File: src/verilog/pci_defines.vh
`ifndef PCI_DEFINES_VH
`define PCI_DEFINES_VH
// ---------------------------------------------------------------
// Clock and tick timing
// ---------------------------------------------------------------
`define PCI_CLK_HZ 50000000
`define PCI_TICK_US 1000
`define PCI_TICK_CYC ((`PCI_CLK_HZ / 1000000) * `PCI_TICK_US)
`define PCI_MS_PER_S 23'h0003E8
`define PCI_MS_W 23
// ---------------------------------------------------------------
// Limits in their own units
// ---------------------------------------------------------------
`define PCI_MUTE_MAX_S 13'h1C20
`define PCI_CYCT_MAX_S 9'h1F4
`define PCI_CYCT_DEF_S 9'h01E
`define PCI_PULSE_SHORT_MS 15'h0064
`define PCI_PULSE_LONG_MS 15'h015E
`define PCI_START_MAX_S 30
`define PCI_START_MAX_MS 15'h7530
// ---------------------------------------------------------------
// Register offsets
// ---------------------------------------------------------------
`define PCI_REG_CFG 4'h0
`define PCI_REG_MUTE 4'h4
`define PCI_REG_CYCT 4'h8
`define PCI_REG_STAT 4'hC
// ---------------------------------------------------------------
// Configuration fields and reset values
// ---------------------------------------------------------------
`define PCI_CFG_NCYC 3:0
`define PCI_CFG_SWEDEN 4
`define PCI_CFG_REL2 6:5
`define PCI_CFG_FIRST 8:7
`define PCI_CFG_RIL 10:9
`define PCI_CFG_MINCYC 11
`define PCI_CFG_MINST 12
`define PCI_CFG_W 13
`define PCI_CFG_RST 13'h0481
`define PCI_MUTE_RST 13'h0000
`define PCI_SET1 2'h1
`define PCI_SET2 2'h2
`define PCI_SET3 2'h3
`endif

File: src/verilog/pci_interlock.v
// What this block does
// - zero muting time disables startup muting
// - ignore intervention while startup high, top low
// - no plausibility check; repeated startups mute again
// - muting timer starts on startup rising edge
// - muting ends on timeout/startup low; drop release if interrupted
// - new startup rise while released restarts muting
// - cycle time overrun flags and needs complete sequence
// - top position rise starts cycle timer
// - other starts: first pulse or start end
// - cycle limit defaults 30 s; zero disables
// - second release: none, always, first start
// - first-cycle setting picks valid intervention start
// - intervention end must follow top rise
// - interlock setting 1 needs no restart sequence
// - complete sequence order follows standard/Sweden mode
// - setting 2 unmuted: intervention latches interlock
// - setting 2 muted: intervention, startup low latches
// - setting 2, first 2: muted intervention may count
// - muted intervention ended early latches at top
// - setting 2, first 1: muted intervention latches at top
// - setting 3: downstroke or top intervention latches
// - setting 3 muting expiry drop, restore on end
// - setting 3 tolerates one pulse after expiry
// - muting time 0 or 1 to 7200 s
// - cycle limit 0 or 1 to 500 s
// - short interventions below minimum are ignored
// - start pulse between minimum and 30 s
//
// The implementer's own choices: the address map and the plain strobed port.
`include "pci_defines.vh"
`timescale 1ns/1ps
`default_nettype none
module pci_interlock #(
   parameter TICK_CYC = `PCI_TICK_CYC
) (
   // Clock and reset
   input wire clk,
   input wire rstn,
   // Register port
   input wire [3:0] regAddr,
   input wire [31:0] regWdata,
   input wire regWr,
   input wire regRd,
   output reg [31:0] regRdata,
   // Press and guard inputs
   input wire lightCurtainSwitchOutput,
   input wire strokeTopPosition,
   input wire startupIn,
   input wire startIn,
   input wire release1In,
   input wire release2In,
   // Status outputs
   output wire releaseOut,
   output wire fieldIntervOut,
   output wire cycleRequiredOut,
   output wire startRequiredOut,
   output wire cycleTimeExceededOut,
   output wire mutingOut
);
   // ---------------------------------------------------------------
   // Input synchronisation
   // ---------------------------------------------------------------
   wire [5:0] lvl;
   wire [5:0] rise;
   wire [5:0] fall;
   pci_sync #(.W(6)) u_sync (
      .clk(clk),
      .rstn(rstn),
      .async({release2In, release1In, startIn, startupIn,
              strokeTopPosition, lightCurtainSwitchOutput}),
      .lvl(lvl),
      .rise(rise),
      .fall(fall)
   );
   wire cyc = lvl[0];
   wire top = lvl[1];
   wire su = lvl[2];
   wire rel1 = lvl[4];
   wire rel2 = lvl[5];
   wire cycFall = fall[0];
   wire cycRise = rise[0];
   wire topRise = rise[1];
   wire suRise = rise[2];
   wire stRise = rise[3];
   wire stFall = fall[3];
   // ---------------------------------------------------------------
   // Millisecond tick
   // ---------------------------------------------------------------
   localparam integer TICK_LAST_I = TICK_CYC - 1;
   localparam [15:0] TICK_LAST = TICK_LAST_I[15:0];
   reg [15:0] tickCnt_r;
   wire tick = (tickCnt_r == TICK_LAST);
   always @(posedge clk or negedge rstn) begin
      if (!rstn) begin
         tickCnt_r <= 16'h0000;
      end else if (tick) begin
         tickCnt_r <= 16'h0000;
      end else begin
         tickCnt_r <= tickCnt_r + 16'h0001;
      end
   end
   // ---------------------------------------------------------------
   // Registers
   // ---------------------------------------------------------------
   reg [`PCI_CFG_W-1:0] cfg_r;
   reg [12:0] muteSec_r;
   reg [8:0] cycSec_r;
   wire [3:0] nCyc = cfg_r[`PCI_CFG_NCYC];
   wire sweden = cfg_r[`PCI_CFG_SWEDEN];
   wire [1:0] rel2Set = cfg_r[`PCI_CFG_REL2];
   wire first2 = (cfg_r[`PCI_CFG_FIRST] == `PCI_SET2);
   wire ril1 = (cfg_r[`PCI_CFG_RIL] == `PCI_SET1);
   wire ril3 = (cfg_r[`PCI_CFG_RIL] == `PCI_SET3);
   wire ril2 = !ril1 && !ril3;
   wire [14:0] minCyc = cfg_r[`PCI_CFG_MINCYC] ? `PCI_PULSE_LONG_MS : `PCI_PULSE_SHORT_MS;
   wire [14:0] minSt = cfg_r[`PCI_CFG_MINST] ? `PCI_PULSE_LONG_MS : `PCI_PULSE_SHORT_MS;
   wire muteEn = (muteSec_r != 13'h0000);
   wire ctEn = (cycSec_r != 9'h000);
   wire [`PCI_MS_W-1:0] muteLim = {10'h000, muteSec_r} * `PCI_MS_PER_S;
   wire [`PCI_MS_W-1:0] ctLim = {14'h0000, cycSec_r} * `PCI_MS_PER_S;
   reg [31:0] stat;
   always @(posedge clk or negedge rstn) begin
      if (!rstn) begin
         cfg_r <= `PCI_CFG_RST;
         muteSec_r <= `PCI_MUTE_RST;
         cycSec_r <= `PCI_CYCT_DEF_S;
      end else if (regWr) begin
         case (regAddr)
            `PCI_REG_CFG: begin
               cfg_r <= regWdata[`PCI_CFG_W-1:0];
            end
            `PCI_REG_MUTE: begin
               if (regWdata > {19'h00000, `PCI_MUTE_MAX_S}) begin
                  muteSec_r <= `PCI_MUTE_MAX_S;
               end else begin
                  muteSec_r <= regWdata[12:0];
               end
            end
            `PCI_REG_CYCT: begin
               if (regWdata > {23'h000000, `PCI_CYCT_MAX_S}) begin
                  cycSec_r <= `PCI_CYCT_MAX_S;
               end else begin
                  cycSec_r <= regWdata[8:0];
               end
            end
            default: begin
            end
         endcase
      end
   end
   always @(posedge clk or negedge rstn) begin
      if (!rstn) begin
         regRdata <= 32'h00000000;
      end else if (regRd) begin
         case (regAddr)
            `PCI_REG_CFG: regRdata <= {19'h00000, cfg_r};
            `PCI_REG_MUTE: regRdata <= {19'h00000, muteSec_r};
            `PCI_REG_CYCT: regRdata <= {23'h000000, cycSec_r};
            `PCI_REG_STAT: regRdata <= stat;
            default: regRdata <= 32'h00000000;
         endcase
      end else begin
         regRdata <= 32'h00000000;
      end
   end
   // ---------------------------------------------------------------
   // Pulse length qualification
   // ---------------------------------------------------------------
   reg [14:0] cycLowMs_r;
   reg [14:0] stHighMs_r;
   always @(posedge clk or negedge rstn) begin
      if (!rstn) begin
         cycLowMs_r <= 15'h0000;
         stHighMs_r <= 15'h0000;
      end else begin
         if (cycFall) begin
            cycLowMs_r <= 15'h0000;
         end else if (tick && !cyc && cycLowMs_r != 15'h7FFF) begin
            cycLowMs_r <= cycLowMs_r + 15'h0001;
         end
         if (stRise) begin
            stHighMs_r <= 15'h0000;
         end else if (tick && lvl[3] && stHighMs_r != 15'h7FFF) begin
            stHighMs_r <= stHighMs_r + 15'h0001;
         end
      end
   end
   wire pulseOk = cycRise && (cycLowMs_r >= minCyc);
   wire startOk = stFall && (stHighMs_r >= minSt)
                  && (stHighMs_r <= `PCI_START_MAX_MS);
   // ---------------------------------------------------------------
   // Sequence state
   // ---------------------------------------------------------------
   reg run_r;
   reg fieldInterv_r;
   reg interlock_r;
   reg cycReq_r;
   reg startDone_r;
   reg [3:0] cnt_r;
   reg muting_r;
   reg [`PCI_MS_W-1:0] muteMs_r;
   reg afterTop_r;
   reg afterSu_r;
   reg fellOk_r;
   reg mutedHit_r;
   reg mutedEnded_r;
   reg softStop_r;
   reg tol_r;
   reg ctRun_r;
   reg [`PCI_MS_W-1:0] ctMs_r;
   reg ctExc_r;
   wire cntDone = (cnt_r >= nCyc);
   wire rel2Ok = (rel2Set == `PCI_SET2) ? rel2 :
                 (rel2Set == `PCI_SET3) ? (rel2 || !interlock_r) : 1'b1;
   wire muteTimeUp = (muteMs_r >= muteLim);
   wire muteStop = muting_r && (!su || muteTimeUp || top);
   wire muteDrop = muting_r && !cyc && (!su || muteTimeUp) && !top;
   wire muteExpOk = muting_r && cyc && (!su || muteTimeUp) && !top;
   wire cntGate = !run_r && (!interlock_r || !sweden || startDone_r || ril1);
   wire validCnt = pulseOk && fellOk_r && afterTop_r && cntGate;
   wire seqDone = interlock_r ? (cntDone && (startDone_r || ril1))
                              : (cycReq_r && cntDone);
   wire grant = !run_r && !softStop_r && seqDone && rel2Ok && rel1;
   wire intrude = run_r && cycFall && !muting_r;
   wire ctOver = ctRun_r && ctEn && (ctMs_r >= ctLim);
   always @(posedge clk or negedge rstn) begin
      if (!rstn) begin
         run_r <= 1'b0;
         fieldInterv_r <= 1'b0;
         interlock_r <= 1'b1;
         cycReq_r <= 1'b0;
         startDone_r <= 1'b0;
         cnt_r <= 4'h0;
         muting_r <= 1'b0;
         muteMs_r <= {`PCI_MS_W{1'b0}};
         afterTop_r <= 1'b0;
         afterSu_r <= 1'b0;
         fellOk_r <= 1'b0;
         mutedHit_r <= 1'b0;
         mutedEnded_r <= 1'b0;
         softStop_r <= 1'b0;
         tol_r <= 1'b0;
         ctRun_r <= 1'b0;
         ctMs_r <= {`PCI_MS_W{1'b0}};
         ctExc_r <= 1'b0;
      end else begin
         // Startup muting window.
         if (muteEn && suRise && !top && (!muting_r || run_r)) begin
            muting_r <= 1'b1;
            muteMs_r <= {`PCI_MS_W{1'b0}};
         end else if (muteStop || !muteEn) begin
            muting_r <= 1'b0;
         end else if (tick && muting_r) begin
            muteMs_r <= muteMs_r + 1'b1;
         end
         if (suRise) begin
            afterSu_r <= 1'b1;
         end
         // Intervention start qualification.
         if (cycFall) begin
            fellOk_r <= first2 ? (afterSu_r || suRise || afterTop_r) : afterTop_r;
            if (muting_r) begin
               mutedHit_r <= 1'b1;
               mutedEnded_r <= 1'b0;
            end
         end
         if (cycRise && mutedHit_r && !afterTop_r) begin
            mutedEnded_r <= 1'b1;
         end
         if (validCnt && cnt_r != 4'hF) begin
            cnt_r <= cnt_r + 4'h1;
         end
         if (startOk && interlock_r && !run_r && (sweden || cntDone)) begin
            startDone_r <= 1'b1;
         end
         // Cycle time supervision.
         if (ctRun_r && tick) begin
            ctMs_r <= ctMs_r + 1'b1;
         end
         if (!ctRun_r && !run_r && interlock_r &&
             ((!sweden && validCnt && cnt_r == 4'h0) || (sweden && startOk))) begin
            ctRun_r <= 1'b1;
            ctMs_r <= {`PCI_MS_W{1'b0}};
         end
         // Stops while the press runs.
         if (intrude) begin
            if (ril3 && su && !top && tol_r) begin
               softStop_r <= 1'b1;
               tol_r <= 1'b0;
               run_r <= 1'b0;
               fieldInterv_r <= 1'b1;
            end else if (ril1) begin
               run_r <= 1'b0;
               fieldInterv_r <= 1'b1;
               cycReq_r <= 1'b1;
               cnt_r <= 4'h0;
            end else begin
               run_r <= 1'b0;
               fieldInterv_r <= 1'b1;
               interlock_r <= 1'b1;
               cnt_r <= 4'h0;
               startDone_r <= 1'b0;
            end
         end
         if (muteDrop && run_r) begin
            run_r <= 1'b0;
            fieldInterv_r <= 1'b1;
            if (ril2) begin
               interlock_r <= 1'b1;
               cnt_r <= 4'h0;
               startDone_r <= 1'b0;
            end else begin
               softStop_r <= 1'b1;
            end
         end
         if (muteExpOk && ril3) begin
            tol_r <= 1'b1;
         end
         if (softStop_r && cycRise) begin
            softStop_r <= 1'b0;
            run_r <= 1'b1;
            fieldInterv_r <= 1'b0;
         end
         // Top position reached.
         if (topRise) begin
            afterTop_r <= 1'b1;
            afterSu_r <= 1'b0;
            mutedHit_r <= 1'b0;
            softStop_r <= 1'b0;
            tol_r <= 1'b0;
            run_r <= 1'b0;
            cnt_r <= 4'h0;
            ctRun_r <= 1'b1;
            ctMs_r <= {`PCI_MS_W{1'b0}};
            if (ril2 && mutedHit_r && (!first2 || mutedEnded_r)) begin
               interlock_r <= 1'b1;
               fieldInterv_r <= 1'b1;
               startDone_r <= 1'b0;
            end else if (!interlock_r) begin
               cycReq_r <= 1'b1;
            end
         end
         // Overrun wins over any grant in the same cycle.
         if (ctOver) begin
            ctExc_r <= 1'b1;
            ctRun_r <= 1'b0;
            interlock_r <= 1'b1;
            run_r <= 1'b0;
            cnt_r <= 4'h0;
            startDone_r <= 1'b0;
         end else if (grant && !topRise && !intrude) begin
            run_r <= 1'b1;
            fieldInterv_r <= 1'b0;
            interlock_r <= 1'b0;
            cycReq_r <= 1'b0;
            startDone_r <= 1'b0;
            cnt_r <= 4'h0;
            ctRun_r <= 1'b0;
            ctExc_r <= 1'b0;
            afterTop_r <= 1'b0;
            fellOk_r <= 1'b0;
            mutedEnded_r <= 1'b0;
         end
      end
   end
   // ---------------------------------------------------------------
   // Registered outputs
   // ---------------------------------------------------------------
   wire cycReqNxt = !run_r && (interlock_r ?
                    ((sweden ? (startDone_r || ril1) : 1'b1) && !cntDone) :
                    (cycReq_r && !cntDone));
   wire stReqNxt = !run_r && interlock_r && !ril1 && !startDone_r
                   && (sweden || cntDone);
   reg release_r;
   reg cycReqOut_r;
   reg stReqOut_r;
   reg fieldOut_r;
   reg ctExcOut_r;
   always @(posedge clk or negedge rstn) begin
      if (!rstn) begin
         release_r <= 1'b0;
         cycReqOut_r <= 1'b0;
         stReqOut_r <= 1'b0;
         fieldOut_r <= 1'b0;
         ctExcOut_r <= 1'b0;
      end else begin
         release_r <= run_r && rel1;
         cycReqOut_r <= cycReqNxt;
         stReqOut_r <= stReqNxt;
         fieldOut_r <= fieldInterv_r;
         ctExcOut_r <= ctExc_r;
      end
   end
   always @* begin
      stat = {20'h00000, cnt_r, ctExc_r, interlock_r, muting_r, stReqOut_r,
              cycReqOut_r, fieldInterv_r, softStop_r, release_r};
   end
   assign releaseOut = release_r;
   assign fieldIntervOut = fieldOut_r;
   assign cycleRequiredOut = cycReqOut_r;
   assign startRequiredOut = stReqOut_r;
   assign cycleTimeExceededOut = ctExcOut_r;
   assign mutingOut = muting_r;
endmodule
`default_nettype wire

File: src/verilog/pci_sync.v
`timescale 1ns/1ps
`default_nettype none
module pci_sync #(
   parameter W = 6
) (
   // Clock and reset
   input wire clk,
   input wire rstn,
   // Asynchronous levels
   input wire [W-1:0] async,
   // Synchronised levels and edges
   output wire [W-1:0] lvl,
   output wire [W-1:0] rise,
   output wire [W-1:0] fall
);
   genvar i;
   generate
      for (i = 0; i < W; i = i + 1) begin : g_bit
         reg s1_r;
         reg s2_r;
         reg s3_r;
         always @(posedge clk or negedge rstn) begin
            if (!rstn) begin
               s1_r <= 1'b0;
               s2_r <= 1'b0;
               s3_r <= 1'b0;
            end else begin
               s1_r <= async[i];
               s2_r <= s1_r;
               s3_r <= s2_r;
            end
         end
         assign lvl[i] = s2_r;
         assign rise[i] = s2_r & ~s3_r;
         assign fall[i] = ~s2_r & s3_r;
      end
   endgenerate
endmodule
`default_nettype wire

File: config.mk
export PLATFORM = sky130hd
export DESIGN_NAME = pci_interlock
export DESIGN_NICKNAME = d
export VERILOG_FILES = /design/src/verilog/pci_interlock.v /design/src/verilog/pci_sync.v
export VERILOG_INCLUDE_DIRS = /design/src /design/src/verilog
export SDC_FILE = /design/constraint.sdc
export NUM_CORES = 1
export LEC_CHECK = 0
export BUFFER_PORTS_ARGS = -buffer_cell sky130_fd_sc_hd__buf_2
export CORE_MARGIN = 2
export CORE_UTILIZATION = 48
export DETAILED_ROUTE_END_ITERATION = 16
export HOLD_SLACK_MARGIN = 0.05
export PLACE_DENSITY = 0.68
export SYNTH_ARGS = -nofsm -noshare
export SYNTH_HDL_FRONTEND = slang
export SYNTH_SLANG_ARGS = --single-unit
export TNS_END_PERCENT = 1
File: constraint.sdc
create_clock -name clk -period 7.97 [get_ports clk]
set_clock_uncertainty 0.05 [all_clocks]
set_input_delay 1.594 -clock clk [delete_from_list [all_inputs] [get_ports clk]]
set_output_delay 1.594 -clock clk [all_outputs]
set_load 0.005 [all_outputs]
==> summary.txt <==
Clocking
  • Clk buf depth: 2
  • Clk slew on worst S/H paths: 70 ps
  • Root Driver: clkbuf_16
  • Post-CTS Resized: 0
  • Clock sink count: 180
  • CTS tree: built
  • CTS Hold Bufs: 0
  • H-tree depth: 4
  • Worst-Skew Late Latency: 440 ps
  • Post-CTS Setup Bufs: 0
  • Total CTS buffers: 17

Critical path
  • CP peak stage delay: approximately 770 ps
  • Worst Path Required: roughly 8300 ps
  • R2r endpoint: muteMs_r[15]$_DFFE_PN0P_
  • Reg2Reg Depth: 23
  • Slowest-stage cell, CP: or4_4
  • R2r setup slk: 1140 ps
  • Origin of the critical flop-to-flop path: muteSec_r[7]$_DFFE_PN0P_
  • Cell Chain, Critical Path: inv_1 -> fa_1 -> fa_1 -> inv_1 -> fa_1 -> inv_1 -> fa_1 -> inv_1 -> ha_1 -> and2_1 -> o21ai_0 -> a31o_2 -> o21bai_1 -> a21oi_1 -> xor2_1 -> ha_1 -> a21oi_1 -> nor2b_1 -> o21ai_0 -> o2111ai_2 -> or4_4 -> nor4_1 -> mux2i_1
  • Critical Path Start: muteSec_r[7]$_DFFE_PN0P_
  • Critical path capture point type: flop
  • Crit path kind: flop to flop
  • Worst-path fanout max: 38
  • CP Data Arrival Time: 7140 ps
  • CP Launch Type: flop

Cells and area
  • Layout area overhead: 8.96%
  • Antenna Cells: 0
  • Share of layout cells above drive strength 1: 0.0927
  • Util after Layout: 0.529
  • Fin nets: 1689
  • Commonest non-fill, non-tap cell in the layout: dfrtp_1
  • Highest-count cells in the layout ignoring fill and taps: 172 x dfrtp_1, 153 x ha_1, 133 x inv_1

Logic synthesis
  • Cells after Synth: 1368
  • Seq/Total Area, Yosys: 0.336
  • #FFs+latches synth: 180
  • Syn_area_per_cell: just under 10 sq um
  • Netlist cell types: just under 70
  • Number of synthesized flops with an enable pin: 0
  • Ys async rst share: 1.00
  • Ys flop type: dfrtp_1
  • Synthesized cell area: 0.0134 sq mm
  • Synth Warn #: 0

Routing
  • Initial DRC count: 719
  • Final ANT Viol Nets: 0
  • Vias: 10100
  • Drt via density: 5.59
  • WL per Instance: around 17 um
  • Post-Route WL: between 30 and 40 mm
  • DRC Markers: 0
  • Drt pass-1 iters: 5

STA
  • Max Clk Rate: 146 MHz
  • Setup TNS: 0 ps
  • Headroom to the max-slew limit: 0.262
  • RSZ-0062 raised after global routing: no
  • Tmin final: 6830 ps
  • Final Slew Violations: 0
  • Worst slew pin tran: 1110 ps
  • Fin. Hold Viols: 0
  • Final setup violating endpoints: 0
  • Tcrit/Tclk final: 0.857

Die
  • IO Pins: 84
  • Std-Cell Rows: 61
  • Die area: 0.0294 sq mm
  • Die W: between 150 and 200 um
  • Core Footprint: about 0.028 sq mm
  • Die Ht: around 170 um
  • Initial cell density of the core: 0.485

Hold path
  • Min-Delay Path Class: flop to flop
  • HP Start: u_sync.g_bit[5].s1_r$_DFF_PN0_
  • WHS Endpoint: u_sync.g_bit[5].s2_r$_DFF_PN0_
  • WHS Path Cells: 0

Global route
  • Largest net degree at the start of global routing: 111
  • Vias in the first global route: 10300
  • Antenna violations before repair: 0
  • Grt ovf: 0
  • First-pass GRT wire length: roughly 52 mm
  • Tot GR Track Use: 0.222

Status
  • Status: completed

Placed design
  • Port bufs: 64
  • HPWL Detailed: 23.6 mm
  • Routability congestion estimate: 0.858

Flow run
  • Max-cap viol count: 0

Power and ir drop
  • Power density over the cells: 218 mW/mm^2
  • Leakage power: just under 0.007 uW
  • Total power: roughly 3200 uW
  • Peak supply drop: 0.291 mV
[registers in the layout (all words and copies together) (netlist names), 6 cells and up]
register,cells
regRdata,13
ctMs_r,23
cycSec_r,9
cycLowMs_r,15
stHighMs_r,15
u_sync.g_bit.s1_r,6
cfg_r,13
muteMs_r,23
u_sync.g_bit.s2_r,6
muteSec_r,13
tickCnt_r,16
[how the worst max path moves through the flow]
stage | endpoint | slack (ps) | cells after the start
after floorplan | muteMs_r[10]$_DFFE_PN0P_ | 1850 | 25
after global placement | muteMs_r[18]$_DFFE_PN0P_ | 1450 | 22
after detailed placement | muteMs_r[15]$_DFFE_PN0P_ | 1170 | 23
after CTS | muteMs_r[15]$_DFFE_PN0P_ | 1150 | 23
after global routing | muteMs_r[15]$_DFFE_PN0P_ | 630 | 23
final | muteMs_r[15]$_DFFE_PN0P_ | 1140 | 23
[worst max-delay path, delay by kind of cell (launching register included)]
| family | cells | cell delay, ps |
|---|---|---|
| DFF | 1 | 560 |
| buffers and inverters | 4 | 320 |
| muxes | 1 | 250 |
| xor gates and xnor gates | 1 | 160 |
| and+or+nand+nor | 4 | 1430 |
| adders and majority gates | 6 | 2690 |
| AOI/OAI and AO/OA | 7 | 1280 |
[kinds of logic (layout without fill, tap and decap cells)]
logic type      count (synthesis)  in the layout  synth area share
flops                         180            180             0.336
compound gates                234            234             0.121
xor+xnor                       87             87            0.0567
buf+inv                       185            234            0.0589
fa+ha+maj                     221            221             0.244
mux                            21             21            0.0168
simple gates                  439            439             0.167
other cells                     1             19          0.000279
[metal layers]
metal	wire length, um	share of wire	GRT usage
met5	0	0	0
met4	662	0.022	0.0707
met3	1210	0.040	0.0375
met2	15100	0.49	0.380
met1	13700	0.45	0.288
[cell usage after synthesis (20+ instances only)]
cell,count,area share
a21oi_1,57,0.021
clkbuf_1,26,0.0073
dfrtp_1,172,0.32
fa_1,68,0.10
ha_1,153,0.14
inv_1,133,0.037
nand2_1,77,0.021
nand2b_1,27,0.013
nand3_1,47,0.017
nand4_1,29,0.013
nor2_1,123,0.034
nor3_1,24,0.0089
nor4_1,20,0.0093
o21ai_0,28,0.010
xnor2_1,35,0.023
xor2_1,52,0.034
[area by class of cell]
type / count / area, sq um
inverters: 133 / 499
repair buffers: 69 / 367
fillers: 2496 / 13100
clock buffers: 18 / 429
clock inverters: 14 / 141
multi-input cells: 1021 / 8230
well taps: 378 / 473
flip-flops and latches: 180 / 4510
[per-stage QoR]
step	setup slack [ps]	instances	hold WS (ps)	area (sq um)
after global routing	627	1813	310	14600
final	1140	1813	302	14600
after floorplan	1850	1386	281	13500
after global placement	1450	1781	286	14100
after CTS	1150	1813	303	14600
after detailed placement	1170	1781	288	14100
[report_power, final]
| group | switching [uW] | total (uW) | internal [uW] |
|---|---|---|---|
| Clock | 404 | 821 | 417 |
| Combinational | 733 | 1320 | 584 |
| Sequential | 82.9 | 1060 | 972 |
(Power assumes the default switching activity.)
